[src/core/lsd_defines.svh]
// Offsets, field positions, reset values and timing counts of the LED sink driver core
`ifndef LSD_DEFINES_SVH
`define LSD_DEFINES_SVH

// ----------------------------------------
// Register byte offsets
// ----------------------------------------
`define LSD_OFS_IRQ_STATUS 8'h00
`define LSD_OFS_IRQ_CLEAR 8'h04
`define LSD_OFS_IRQ_ENABLE 8'h08
`define LSD_OFS_STORAGE 8'h0c
`define LSD_OFS_MODE 8'h10

// ----------------------------------------
// Event bit positions
// ----------------------------------------
`define LSD_EV_LATCH 0
`define LSD_EV_DETECT 1
`define LSD_EV_FAULT 2
`define LSD_EV_THERMAL 3
`define LSD_EV_WIDTH 4

// ----------------------------------------
// Reset values
// ----------------------------------------
`define LSD_RST_EV 4'h0
`define LSD_RST_DATA 24'h000000

// ----------------------------------------
// Timing
// ----------------------------------------
`define LSD_CLK_PERIOD_NS 25
`define LSD_STAGGER_STEP_NS 50
`define LSD_STAGGER_STEP_CYC ((`LSD_STAGGER_STEP_NS + `LSD_CLK_PERIOD_NS - 1) / `LSD_CLK_PERIOD_NS)

`endif

[src/core/lsd_pkg.sv]
// Types shared by the LED sink driver core
package lsd_pkg;
  typedef enum logic {LSD_NORMAL, LSD_DETECT} lsd_mode_type;
  typedef logic [2:0][7:0] lsd_bank_type;
endpackage

[src/core/lsd_sync.sv]
// Two-flop synchroniser for a bundle of pin inputs
`timescale 1ns/1ps
module lsd_sync #(
  parameter int WIDTH = 1
) (
  input wire logic clk_sys,
  input wire logic reset,
  input wire logic [WIDTH-1:0] pin,
  output logic [WIDTH-1:0] sync
);
  logic [WIDTH-1:0] meta_q;
  logic [WIDTH-1:0] sync_q;

  always_ff @(posedge clk_sys or posedge reset) begin
    if (reset) begin
      meta_q <= '0;
      sync_q <= '0;
    end else begin
      meta_q <= pin;
      sync_q <= meta_q;
    end
  end

  assign sync = sync_q;
endmodule // lsd_sync

[src/core/lsd_stagger.sv]
// Gradual turn-on mask for one group of eight sinks
`timescale 1ns/1ps
`include "lsd_defines.svh"
module lsd_stagger #(
  parameter int BASE = 0,
  parameter int STEP = `LSD_STAGGER_STEP_CYC,
  parameter int CW = 8
) (
  input wire logic clk_sys,
  input wire logic reset,
  input wire logic group_on,
  input wire logic gradual,
  output logic [7:0] mask
);
  localparam logic [CW-1:0] CMAX = '1;
  logic [CW-1:0] count_q;
  logic [CW-1:0] count_d;
  logic [7:0] mask_d;

  always_comb begin
    count_d = count_q;
    if (!group_on) begin
      count_d = '0;
    end else if (count_q != CMAX) begin
      count_d = count_q + 1'b1;
    end
    for (int k = 0; k < 8; k++) begin
      mask_d[k] = !gradual || (int'(count_q) >= (BASE + k) * STEP);
    end
  end

  always_ff @(posedge clk_sys or posedge reset) begin
    if (reset) begin
      count_q <= '0;
    end else begin
      count_q <= count_d;
    end
  end

  assign mask = mask_d;
endmodule // lsd_stagger

[src/core/lsd_top.sv]
// LED sink driver core: shift chain, storage, detection, flags and AHB-Lite status port
//
// Local design decisions: the AHB-Lite slave port and the register addresses.
`timescale 1ns/1ps
`include "lsd_defines.svh"

// Overview of operation
// - Serial data fills a 24-bit shift chain built from three groups of eight bits.
// - A separate 24-bit storage register takes the chain contents and, gated by the group enables and the turn-on mask, decides which sinks are driven.
// - Two flow pins pick the order the data takes through the three groups, held steady by the host while shifting.
// - With the gradual pin set, sinks switch on one after another with a fixed step instead of all at once.
// - Detection mode checks each output for short to ground, short to the output supply and open line.
// - Detection results replace the shift chain contents so further serial clocks move them out.
// - Detection mode is entered by its pin or by a pin sequence, and a like sequence returns to normal mode.
// - Each of the red, green and blue groups has an enable that gates only its own eight sinks.
// - In normal mode a latch pulse from the host copies all 24 chain bits into storage at once.
// - Output faults found by a latch in detection mode pull the open-drain error flag low and overtemperature pulls the thermal flag low.
// - The host clocks one bit in per serial clock and the serial output lets devices cascade.
module lsd_top (
  input wire logic clk_sys,
  input wire logic reset,
  input wire logic serial_clk,
  input wire logic serial_in,
  output logic serial_out,
  input wire logic latch_strobe,
  input wire logic detect_mode_pin,
  input wire logic red_group_enable_n,
  input wire logic green_group_enable_n,
  input wire logic blue_group_enable_n,
  input wire logic gradual_turn_on,
  input wire logic flow_select_0,
  input wire logic flow_select_1,
  input wire logic [23:0] fault_short_gnd,
  input wire logic [23:0] fault_short_supply,
  input wire logic [23:0] fault_open,
  input wire logic over_temp,
  output logic [23:0] sink_on,
  output logic error_flag_o,
  output logic error_flag_oe,
  output logic thermal_flag_o,
  output logic thermal_flag_oe,
  input wire logic hsel,
  input wire logic [7:0] haddr,
  input wire logic [1:0] htrans,
  input wire logic hwrite,
  input wire logic [2:0] hsize,
  input wire logic [31:0] hwdata,
  input wire logic hready,
  output logic hreadyout,
  output logic [31:0] hrdata,
  output logic hresp,
  output logic irq
);
  // ----------------------------------------
  // Pin synchronisers
  // ----------------------------------------
  logic [10:0] ctl_s;
  logic [71:0] flt_s;
  logic sclk_s;
  logic sin_s;
  logic latch_s;
  logic dm_pin_s;
  logic [2:0] en_n_s;
  logic gradual_s;
  logic [1:0] flow_s;
  logic otemp_s;

  lsd_sync #(.WIDTH(11)) u_sync_ctl (
    .clk_sys(clk_sys),
    .reset(reset),
    .pin({over_temp, flow_select_1, flow_select_0, gradual_turn_on, blue_group_enable_n,
          green_group_enable_n, red_group_enable_n, detect_mode_pin, latch_strobe, serial_in, serial_clk}),
    .sync(ctl_s)
  );

  // Fault comparators are asynchronous to the core clock
  lsd_sync #(.WIDTH(72)) u_sync_flt (
    .clk_sys(clk_sys),
    .reset(reset),
    .pin({fault_open, fault_short_supply, fault_short_gnd}),
    .sync(flt_s)
  );

  assign sclk_s = ctl_s[0];
  assign sin_s = ctl_s[1];
  assign latch_s = ctl_s[2];
  assign dm_pin_s = ctl_s[3];
  assign en_n_s = ctl_s[6:4];
  assign gradual_s = ctl_s[7];
  assign flow_s = ctl_s[9:8];
  assign otemp_s = ctl_s[10];

  // ----------------------------------------
  // Flow order
  // ----------------------------------------
  // Group index held at chain position p: 0 red, 1 green, 2 blue
  function automatic logic [1:0] grp_at(input logic [1:0] fs, input int p);
    logic [1:0] g;
    g = 2'h0;
    case (fs)
      2'h0: g = (p == 0) ? 2'h0 : (p == 1) ? 2'h1 : 2'h2;
      2'h1: g = (p == 0) ? 2'h1 : (p == 1) ? 2'h2 : 2'h0;
      2'h2: g = (p == 0) ? 2'h2 : (p == 1) ? 2'h0 : 2'h1;
      default: g = (p == 0) ? 2'h0 : (p == 1) ? 2'h2 : 2'h1;
    endcase
    return g;
  endfunction

  // ----------------------------------------
  // Link state: edges, chain, storage, mode
  // ----------------------------------------
  lsd_pkg::lsd_bank_type sr_q, sr_d;
  logic [23:0] store_q, store_d;
  logic [23:0] results;
  lsd_pkg::lsd_mode_type cmd_mode_q, cmd_mode_d;
  logic sclk_prev_q, latch_prev_q, red_prev_q;
  logic sclk_rise, latch_rise, red_fall;
  logic detect_on, det_load, cmd_toggle;
  logic serial_out_q, serial_out_d;
  logic fault_q, fault_d;
  logic [23:0] sink_q, sink_d;
  logic [23:0] stag_mask;

  assign sclk_rise = sclk_s && !sclk_prev_q;
  assign latch_rise = latch_s && !latch_prev_q;
  assign red_fall = !en_n_s[0] && red_prev_q;
  assign detect_on = dm_pin_s || (cmd_mode_q == lsd_pkg::LSD_DETECT);
  // Sequence: red enable pulled low while latch is held high
  assign cmd_toggle = latch_s && red_fall;
  assign det_load = detect_on && latch_rise;

  for (genvar i = 0; i < 24; i++) begin : g_res
    assign results[i] = flt_s[i] | flt_s[24 + i] | flt_s[48 + i];
  end

  always_comb begin
    sr_d = sr_q;
    store_d = store_q;
    cmd_mode_d = cmd_mode_q;
    fault_d = fault_q;
    if (cmd_toggle) begin
      cmd_mode_d = (cmd_mode_q == lsd_pkg::LSD_NORMAL) ? lsd_pkg::LSD_DETECT : lsd_pkg::LSD_NORMAL;
    end
    if (det_load) begin
      sr_d = results;
      fault_d = |results;
    end else if (sclk_rise) begin
      for (int p = 0; p < 3; p++) begin
        sr_d[grp_at(flow_s, p)] = {sr_q[grp_at(flow_s, p)][6:0],
                                   (p == 0) ? sin_s : sr_q[grp_at(flow_s, p - 1)][7]};
      end
    end
    // Storage frozen in detection so lamps keep their pattern
    if (latch_rise && !detect_on) begin
      store_d = sr_q;
    end
    serial_out_d = sr_q[grp_at(flow_s, 2)][7];
    for (int i = 0; i < 24; i++) begin
      sink_d[i] = store_q[i] && !en_n_s[i / 8] && stag_mask[i];
    end
  end

  for (genvar g = 0; g < 3; g++) begin : g_stag
    lsd_stagger #(.BASE(8 * g)) u_stag (
      .clk_sys(clk_sys),
      .reset(reset),
      .group_on(!en_n_s[g]),
      .gradual(gradual_s),
      .mask(stag_mask[8 * g +: 8])
    );
  end

  always_ff @(posedge clk_sys or posedge reset) begin
    if (reset) begin
      sr_q <= `LSD_RST_DATA;
      store_q <= `LSD_RST_DATA;
      cmd_mode_q <= lsd_pkg::LSD_NORMAL;
      sclk_prev_q <= 1'b0;
      latch_prev_q <= 1'b0;
      red_prev_q <= 1'b0;
      serial_out_q <= 1'b0;
      fault_q <= 1'b0;
      sink_q <= `LSD_RST_DATA;
    end else begin
      sr_q <= sr_d;
      store_q <= store_d;
      cmd_mode_q <= cmd_mode_d;
      sclk_prev_q <= sclk_s;
      latch_prev_q <= latch_s;
      red_prev_q <= en_n_s[0];
      serial_out_q <= serial_out_d;
      fault_q <= fault_d;
      sink_q <= sink_d;
    end
  end

  assign serial_out = serial_out_q;
  assign sink_on = sink_q;
  // Open-drain flags: only ever pull low
  assign error_flag_o = 1'b0;
  assign error_flag_oe = fault_q;
  assign thermal_flag_o = 1'b0;
  assign thermal_flag_oe = otemp_s;

  // ----------------------------------------
  // Events and register port
  // ----------------------------------------
  logic [3:0] ev;
  logic [3:0] stat_q, stat_d, ien_q, ien_d;
  logic otemp_prev_q;
  logic [7:0] addr_q, addr_d;
  logic wr_q, wr_d;
  logic [31:0] rdata_q, rdata_d;
  logic take;

  assign ev[`LSD_EV_LATCH] = latch_rise && !detect_on;
  assign ev[`LSD_EV_DETECT] = det_load;
  assign ev[`LSD_EV_FAULT] = det_load && (|results);
  assign ev[`LSD_EV_THERMAL] = otemp_s && !otemp_prev_q;
  assign take = hsel && hready && htrans[1];

  always_comb begin
    addr_d = addr_q;
    wr_d = 1'b0;
    rdata_d = rdata_q;
    stat_d = stat_q;
    ien_d = ien_q;
    if (take) begin
      addr_d = haddr;
      wr_d = hwrite;
      case (haddr)
        `LSD_OFS_IRQ_STATUS: rdata_d = {28'h0000000, stat_q};
        `LSD_OFS_IRQ_ENABLE: rdata_d = {28'h0000000, ien_q};
        `LSD_OFS_STORAGE: rdata_d = {8'h00, store_q};
        `LSD_OFS_MODE: rdata_d = {28'h0000000, flow_s, dm_pin_s, detect_on};
        default: rdata_d = 32'h00000000;
      endcase
    end
    if (wr_q && addr_q == `LSD_OFS_IRQ_CLEAR) begin
      stat_d = stat_q & ~hwdata[3:0];
    end
    if (wr_q && addr_q == `LSD_OFS_IRQ_ENABLE) begin
      ien_d = hwdata[3:0];
    end
    // Hardware set wins over a clear in the same cycle
    stat_d = stat_d | ev;
  end

  always_ff @(posedge clk_sys or posedge reset) begin
    if (reset) begin
      addr_q <= 8'h00;
      wr_q <= 1'b0;
      rdata_q <= 32'h00000000;
      stat_q <= `LSD_RST_EV;
      ien_q <= `LSD_RST_EV;
      otemp_prev_q <= 1'b0;
    end else begin
      addr_q <= addr_d;
      wr_q <= wr_d;
      rdata_q <= rdata_d;
      stat_q <= stat_d;
      ien_q <= ien_d;
      otemp_prev_q <= otemp_s;
    end
  end

  assign hreadyout = 1'b1;
  assign hresp = 1'b0;
  assign hrdata = rdata_q;
  assign irq = |(stat_q & ien_q);
endmodule // lsd_top

[config.mk]
export PLATFORM = sky130hd
export DESIGN_NAME = lsd_top
export DESIGN_NICKNAME = d
export VERILOG_FILES = /design/src/core/lsd_pkg.sv /design/src/core/lsd_sync.sv /design/src/core/lsd_stagger.sv /design/src/core/lsd_top.sv
export VERILOG_INCLUDE_DIRS = /design/src /design/src/core
export SDC_FILE = /design/constraint.sdc
export NUM_CORES = 1
export LEC_CHECK = 0
export ABC_AREA = 1
export BUFFER_PORTS_ARGS = -buffer_cell sky130_fd_sc_hd__clkbuf_2
export CAP_MARGIN = 20
export CORE_MARGIN = 1
export CORE_UTILIZATION = 50
export CTS_BUF_LIST = sky130_fd_sc_hd__clkbuf_8 sky130_fd_sc_hd__clkbuf_16
export DETAILED_ROUTE_END_ITERATION = 6
export PLACE_DENSITY = 0.72
export SETUP_SLACK_MARGIN = 0.2
export SLEW_MARGIN = 20
export SYNTH_ARGS = -nofsm -noshare
export SYNTH_HDL_FRONTEND = slang
export SYNTH_SLANG_ARGS = --single-unit
[constraint.sdc]
create_clock -name clk_sys -period 11.6 [get_ports clk_sys]
set_input_delay 2.32 -clock clk_sys [delete_from_list [all_inputs] [get_ports clk_sys]]
set_output_delay 2.32 -clock clk_sys [all_outputs]
set_load 0.1 [all_outputs]
# Yosys cells after proc, flatten, opt, wreduce, memory -nomap -nowiden
# Cells that the tools add are included.
# op_classes
eq_ne,10
n_bitwise,52
div,0
n_lt_le_gt_ge,30
multipliers,0
shift,0
n_addsub,3
reduce_logical,102
n_mux,38
# ops
operator,count
$mux 8,12
$pmux 24 s4,1
$bwmux 24,3
$bmux 8 s2,4
$ge 8x5->1 const B,8
$ge 8x6->1 const B,8
$logic_and 1x1->1,62
$demux 8 s2,3
$mux 24,2
$or 1x1->1,48
$ge 8x4->1 const B,4
$add 8x1->8 const B,3
$eq 8x4->1 const B,3
$logic_or 1x1->1,24
$ne 8x8->1 const B,3
$reduce_or 24->1,1
$ge 8x3->1 const B,2
$lt 2x3->1 const B,4
$mux 2,6
$pmux 2 s2,3
$and 4x4->4,2
$eq 8x3->1 const B,1
$eq 8x5->1 const B,1
$ge 8x2->1 const B,1
13 further kinds,26
# totals
regBits,318
mem_count,0
mem_bits_rw,0
in_bits,133
latchBits,0
rom_bits,0

# Depth between registers and ports, before layout
# depth
ltp_word,13
mapped_depth,13

# Hierarchy
# Synthesis repeated with hierarchy kept, for this count alone.
# hier_totals
hier_cells,1330
area_unflattened_um2,12479.5
# modules_own_cells
mod,seq_area_each_um2,area_per_inst_um2,n_inst,cells_per_inst
lsd_top,3002.9,6583.8,1,917
lsd_sync (u_sync_flt),3603.5,3607.2,1,145
lsd_stagger (g_stag[2].u_stag),200.2,605.6,1,86
lsd_stagger (g_stag[1].u_stag),200.2,570.5,1,80
lsd_stagger (g_stag[0].u_stag),200.2,558.0,1,79
lsd_sync (u_sync_ctl),550.5,554.3,1,23

# Worst setup path before layout
# OpenSTA, ideal clock, no wires.
# synth_path
path_kind,reg2out
start,register ien_q[0]
end,output port irq
n_path_buf,0
arrival_time_ns,1.334
slack_ns,7.946
required_time_ns,9.280
stages_incl_launch_ff,3
path_cell_list,dfrtp_1 -> nand2_1 -> nand4_1
# synth_via
elab_chain_len,2
# synth_rtl
element,line_no,source
"start, declared",lsd_top.sv:209,"logic [3:0] stat_q, stat_d, ien_q, ien_d;"
"start signal, assigned",lsd_top.sv:255,ien_q <= `LSD_RST_EV;
"start signal, assigned",lsd_top.sv:262,ien_q <= ien_d;
$and 4x4->4,lsd_top.sv:270,assign irq = |(stat_q & ien_q);
$reduce_or 4->1,lsd_top.sv:270,
"end, declared",lsd_top.sv:52,output logic irq
# No other way between the ends.

# Worst setup path in the final report
# layout_path
start,register stat_q[1]
end,output port irq
# layout_via
elab_chain_len,2
# layout_rtl
element,line_no,source
"start, declared",lsd_top.sv:209,
"start signal, assigned",lsd_top.sv:254,stat_q <= `LSD_RST_EV;
"start signal, assigned",lsd_top.sv:261,stat_q <= stat_d;
$and 4x4->4,lsd_top.sv:270,
$reduce_or 4->1,lsd_top.sv:270,
# No other way between the ends.

==> reports/qor_table.md <==
| Stage | Quantity | Value |
|---|---|---|
| floorplan | Die width | 158 µm |
| synth | Cell taking the most area after synthesis | dfrtp_1 |
| place | Placed inst area | 13200 µm² |
| finish | Total of fill cells in the finished design | 2139 |
| place | IO buf count | 152 |
| critical path | Stage delay of the slowest cell on the critical path | 0.46 ns |
| timing | Highest attainable clock frequency | 255 MHz |
| finish | Register area | 7760 µm² |
| global routing | Remaining global-route overflow | 0 |
| timing | Max-slew violation count | 0 |
| timing | Rel. slew slack | 30.8% |
| place | Weighted congestion reported at the end of routability-driven placement | 0.934 |
| synth | Flip-flop and latch count after synthesis | 310 |
| timing | Minimum period implied by the final worst setup slack | 3.92 ns |
| finish | Antenna cells | 0 |
| hold path | Hold WC Path Type | reg -> reg |
| floorplan | Top-Level Pins | 197 |
| timing | Portion of the clock cycle consumed by the worst path in the final layout | 33.8% |
| synth | Post-synthesis sequential area ratio | 63.7% |
| timing | RSZ-0062 raised after global routing | false |
| floorplan | Chip Height | 158 µm |
| place | Worst-case setup slack after placement | 7.59 ns |
| routing | Final Routed Wirelength | 25800 µm |
| finish | Final Cell Area | 14300 µm² |
| outcome | Outcome | finished, final reports clean |
| routing | Routed WL per cell | 14.5 µm |
| power | Leak | 0.00727 µW |
| routing | Number of vias after detailed routing | 8853 |
| critical path | Critical Path Slowest Stage Cell | clkbuf_2 |
| synth | Syn Inst Count | 1282 |
| cts | Clk Tree Root Cell | clkbuf_16 |
| synth | Count of flip-flops with a built-in enable after synthesis | 0 |
| cts | Clock tree from TritonCTS | yes |
| critical path | Critical Path Sink Type | output port |
| cts | Number of buffers inserted during clock tree synthesis | 31 |
| critical path | Gate family responsible for the most delay along the worst path | buffers and inverters |
| cts | CTS resizes | 0 |
| critical path | CP Data Arrival Time | 1.60 ns |
| routing | Final ANT Viol Nets | 0 |
| critical path | Combined buffer and inverter count along the critical path | 1 |
| synth | Fraction of registers with async set or reset after synthesis | 100% |
| finish | Number of nets in the layout | 1586 |
| synth | Number of different library cells in the post-synthesis netlist | 37 |
| floorplan | Cell Rows | 56 |
| place | Half-perimeter wire length after placement | 17500 µm |
| timing | Final setup violation count | 0 |
| synth | Total standard cell area after synthesis | 12200 µm² |
| cts | Clock edge transition at the registers on the reported setup and hold paths | 0.07 ns |
| floorplan | Total core area | 23700 µm² |
| synth | Post-Syn Area per Cell | 9.50 µm² |
| critical path | Type of element launching the critical path | flip-flop |
| timing | Worst-case clock skew | 0.0131 ns |
| global routing | Vias in the first global route | 8328 |
| routing | DRC errors left | 0 |
| timing | Worst setup margin | 7.68 ns |
| timing | Setup TNS after final layout | 0 ns |
| cts | H-tree depth reported by CTS | 1 |
| timing | Transition time at the pin with the least slew margin | 1.04 ns |
| synth | Primary flip-flop cell chosen by synthesis mapping | dfrtp_1 |
| routing | Vias per std cell | 4.97 |
| synth | Leading cell type by number of instances after synthesis | nand2_1 |
| power | Largest voltage drop on the vdd net | 0.132 mV |
| routing | Initial detailed-routing violation count | 606 |
| critical path | Worst-path maximum fanout | 3 |
| timing | Hold Slack | 0.339 ns |
| floorplan | Floorplan die area | 25000 µm² |
| global routing | Number of antenna violations at the first check in global routing | 0 |
| cts | Count of hold-fix buffers inserted at cts | 0 |
| routing | Detailed Routing Iterations Pass 1 | 5 |
| cts | Maximum buffer depth of the clock tree | 3 |
| floorplan | Initial Utilization | 51.4% |
| global routing | First-pass GRT wire length | 41400 µm |
| cts | Clock latency on the worst-skew pair | 0.56 ns |
| critical path | Cell chain of the critical path | nand2_1 > nand4_1 > clkbuf_2 |
| critical path | Required time at the endpoint of the critical path | 9.28 ns |
| cts | Post-CTS setup buffer count | 0 |
| synth | Post-synth top cells | nand2_1, dfrtp_1, inv_1 |
| synth | Total number of yosys warnings | 0 |
| synth | Cell types occupying the most area after synthesis | dfrtp_1, nand2_1, o21ai_0 |
| global routing | Total global-route track usage | 21.2% |
| global routing | Largest net degree at the start of global routing | 173 |
| power | Power density of the placed cells | 193 nW/µm² |
| finish | Fraction of final layout cells with drive strength greater than 1 | 16.1% |
| critical path | Classification of the worst setup path | reg -> out |
| cts | Total clock sinks | 310 |
| timing | Endpoints failing hold | 0 |
| synth | Top-area cell type share of the netlist area | 63.7% |
| finish | Layout area overhead | 17.1% |
| finish | Area of the multi-input gates | 3710 µm² |
| flow run | Maxcap violations | 0 |
[per-layer routing]
layer | up-vias | routed length [µm] | track usage, %
met5 | - | 0 | 0
met4 | 0 | 768 | 7.23
met3 | 53 | 1580 | 2.93
met2 | 295 | 12100 | 34.2
met1 | 4152 | 11400 | 29.7
li1 | 4353 | - | -
[registers in the layout, indices dropped and copies added (netlist names)]
signal                 flops
u_sync_flt.meta_q         72
u_sync_flt.sync           72
g_stag.u_stag.count_q     24
hrdata                    24
sink_on                   24
sr_q                      24
store_q                   24
u_sync_ctl.meta_q         11
u_sync_ctl.sync           11
addr_q                     8
ien_q                      4
stat_q                     4
cmd_mode_q                 1
error_flag_oe              1
latch_prev_q               1
otemp_prev_q               1
red_prev_q                 1
sclk_prev_q                1
serial_out                 1
wr_q                       1
[path summary, 6_finish.rpt]
check                           slack [ns]  cells past startpoint                    end            startpoint
worst min register to register        0.34                      0     u_sync_ctl.sync[0]  u_sync_ctl.meta_q[0]
min in group asynchronous             1.88                      2    u_sync_flt.sync[47]                 reset
worst max-delay path                  7.68                      3                    irq             stat_q[1]
worst min-delay path                  0.34                      0     u_sync_ctl.sync[0]  u_sync_ctl.meta_q[0]
max in group asynchronous             8.15                      3  u_sync_flt.meta_q[29]                 reset
worst max register to register        8.95                      8               sr_q[15]    u_sync_ctl.sync[9]
[cell usage in the layout (no fill, tap or decap), types with 3 or more instances in the layout]
cell / instances
nand4_1: 10
nor2_2: 3
o21ai_1: 9
nand2_1: 356
clkinv_2: 5
ha_1: 15
nor2_4: 6
buf_4: 3
or2_2: 5
nand3_1: 88
bufinv_16: 5
clkbuf_2: 152
nor3_1: 9
clkbuf_8: 5
nor2_1: 111
a21oi_1: 30
clkbuf_16: 31
inv_1: 136
dfrtp_1: 310
conb_1: 12
nand2_2: 4
o31ai_1: 3
o21ai_0: 106
o211ai_1: 17
inv_2: 6
[worst register-to-register path, stage by stage (launching register included)]
cell,delay [ns]
dfrtp_1,0.43
inv_1,0.13
ha_1,0.86
inv_2,0.37
nor2_4,0.32
nand3_1,0.11
nand2_1,0.07
o21ai_0,0.12
o21bai_1,0.16
[stage by stage]
| stage | power (µW) | util (%) | std cells |
|---|---|---|---|
| floorplan | 1610 | - | 1292 |
| global placement | 1730 | 55.7 | 1724 |
| detailed placement | 1740 | 55.7 | 1724 |
| CTS | 2780 | 60.2 | 1780 |
| global route | 2880 | 60.2 | 1780 |
| finish | 2750 | 60.2 | 1780 |
[layout make-up]
cell class	instances	share of cell area, %
Sequential cell	310	54.4
Timing Repair Buffer	156	5.63
Clock inverter	20	1.61
Tap cell	319	2.80
Clock buffer	36	5.92
Inverter	137	3.66
Multi-Input combinational cell	802	26.0
[cell families after synthesis]
| logic type | synth area share (%) |
|---|---|
| buf+inv | 6.17 |
| other cells | 0.0617 |
| simple gates | 20.8 |
| fa+ha+maj | 1.54 |
| compound gates | 7.49 |
| flops | 63.7 |
| xor+xnor | 0.288 |
[power by group]
group	total (µW)	switching, µW	internal (µW)
combinational	429	321	108
sequential	1290	90.5	1200
clock	1030	403	628
Note: power is estimated with default switching activity, not from simulation.
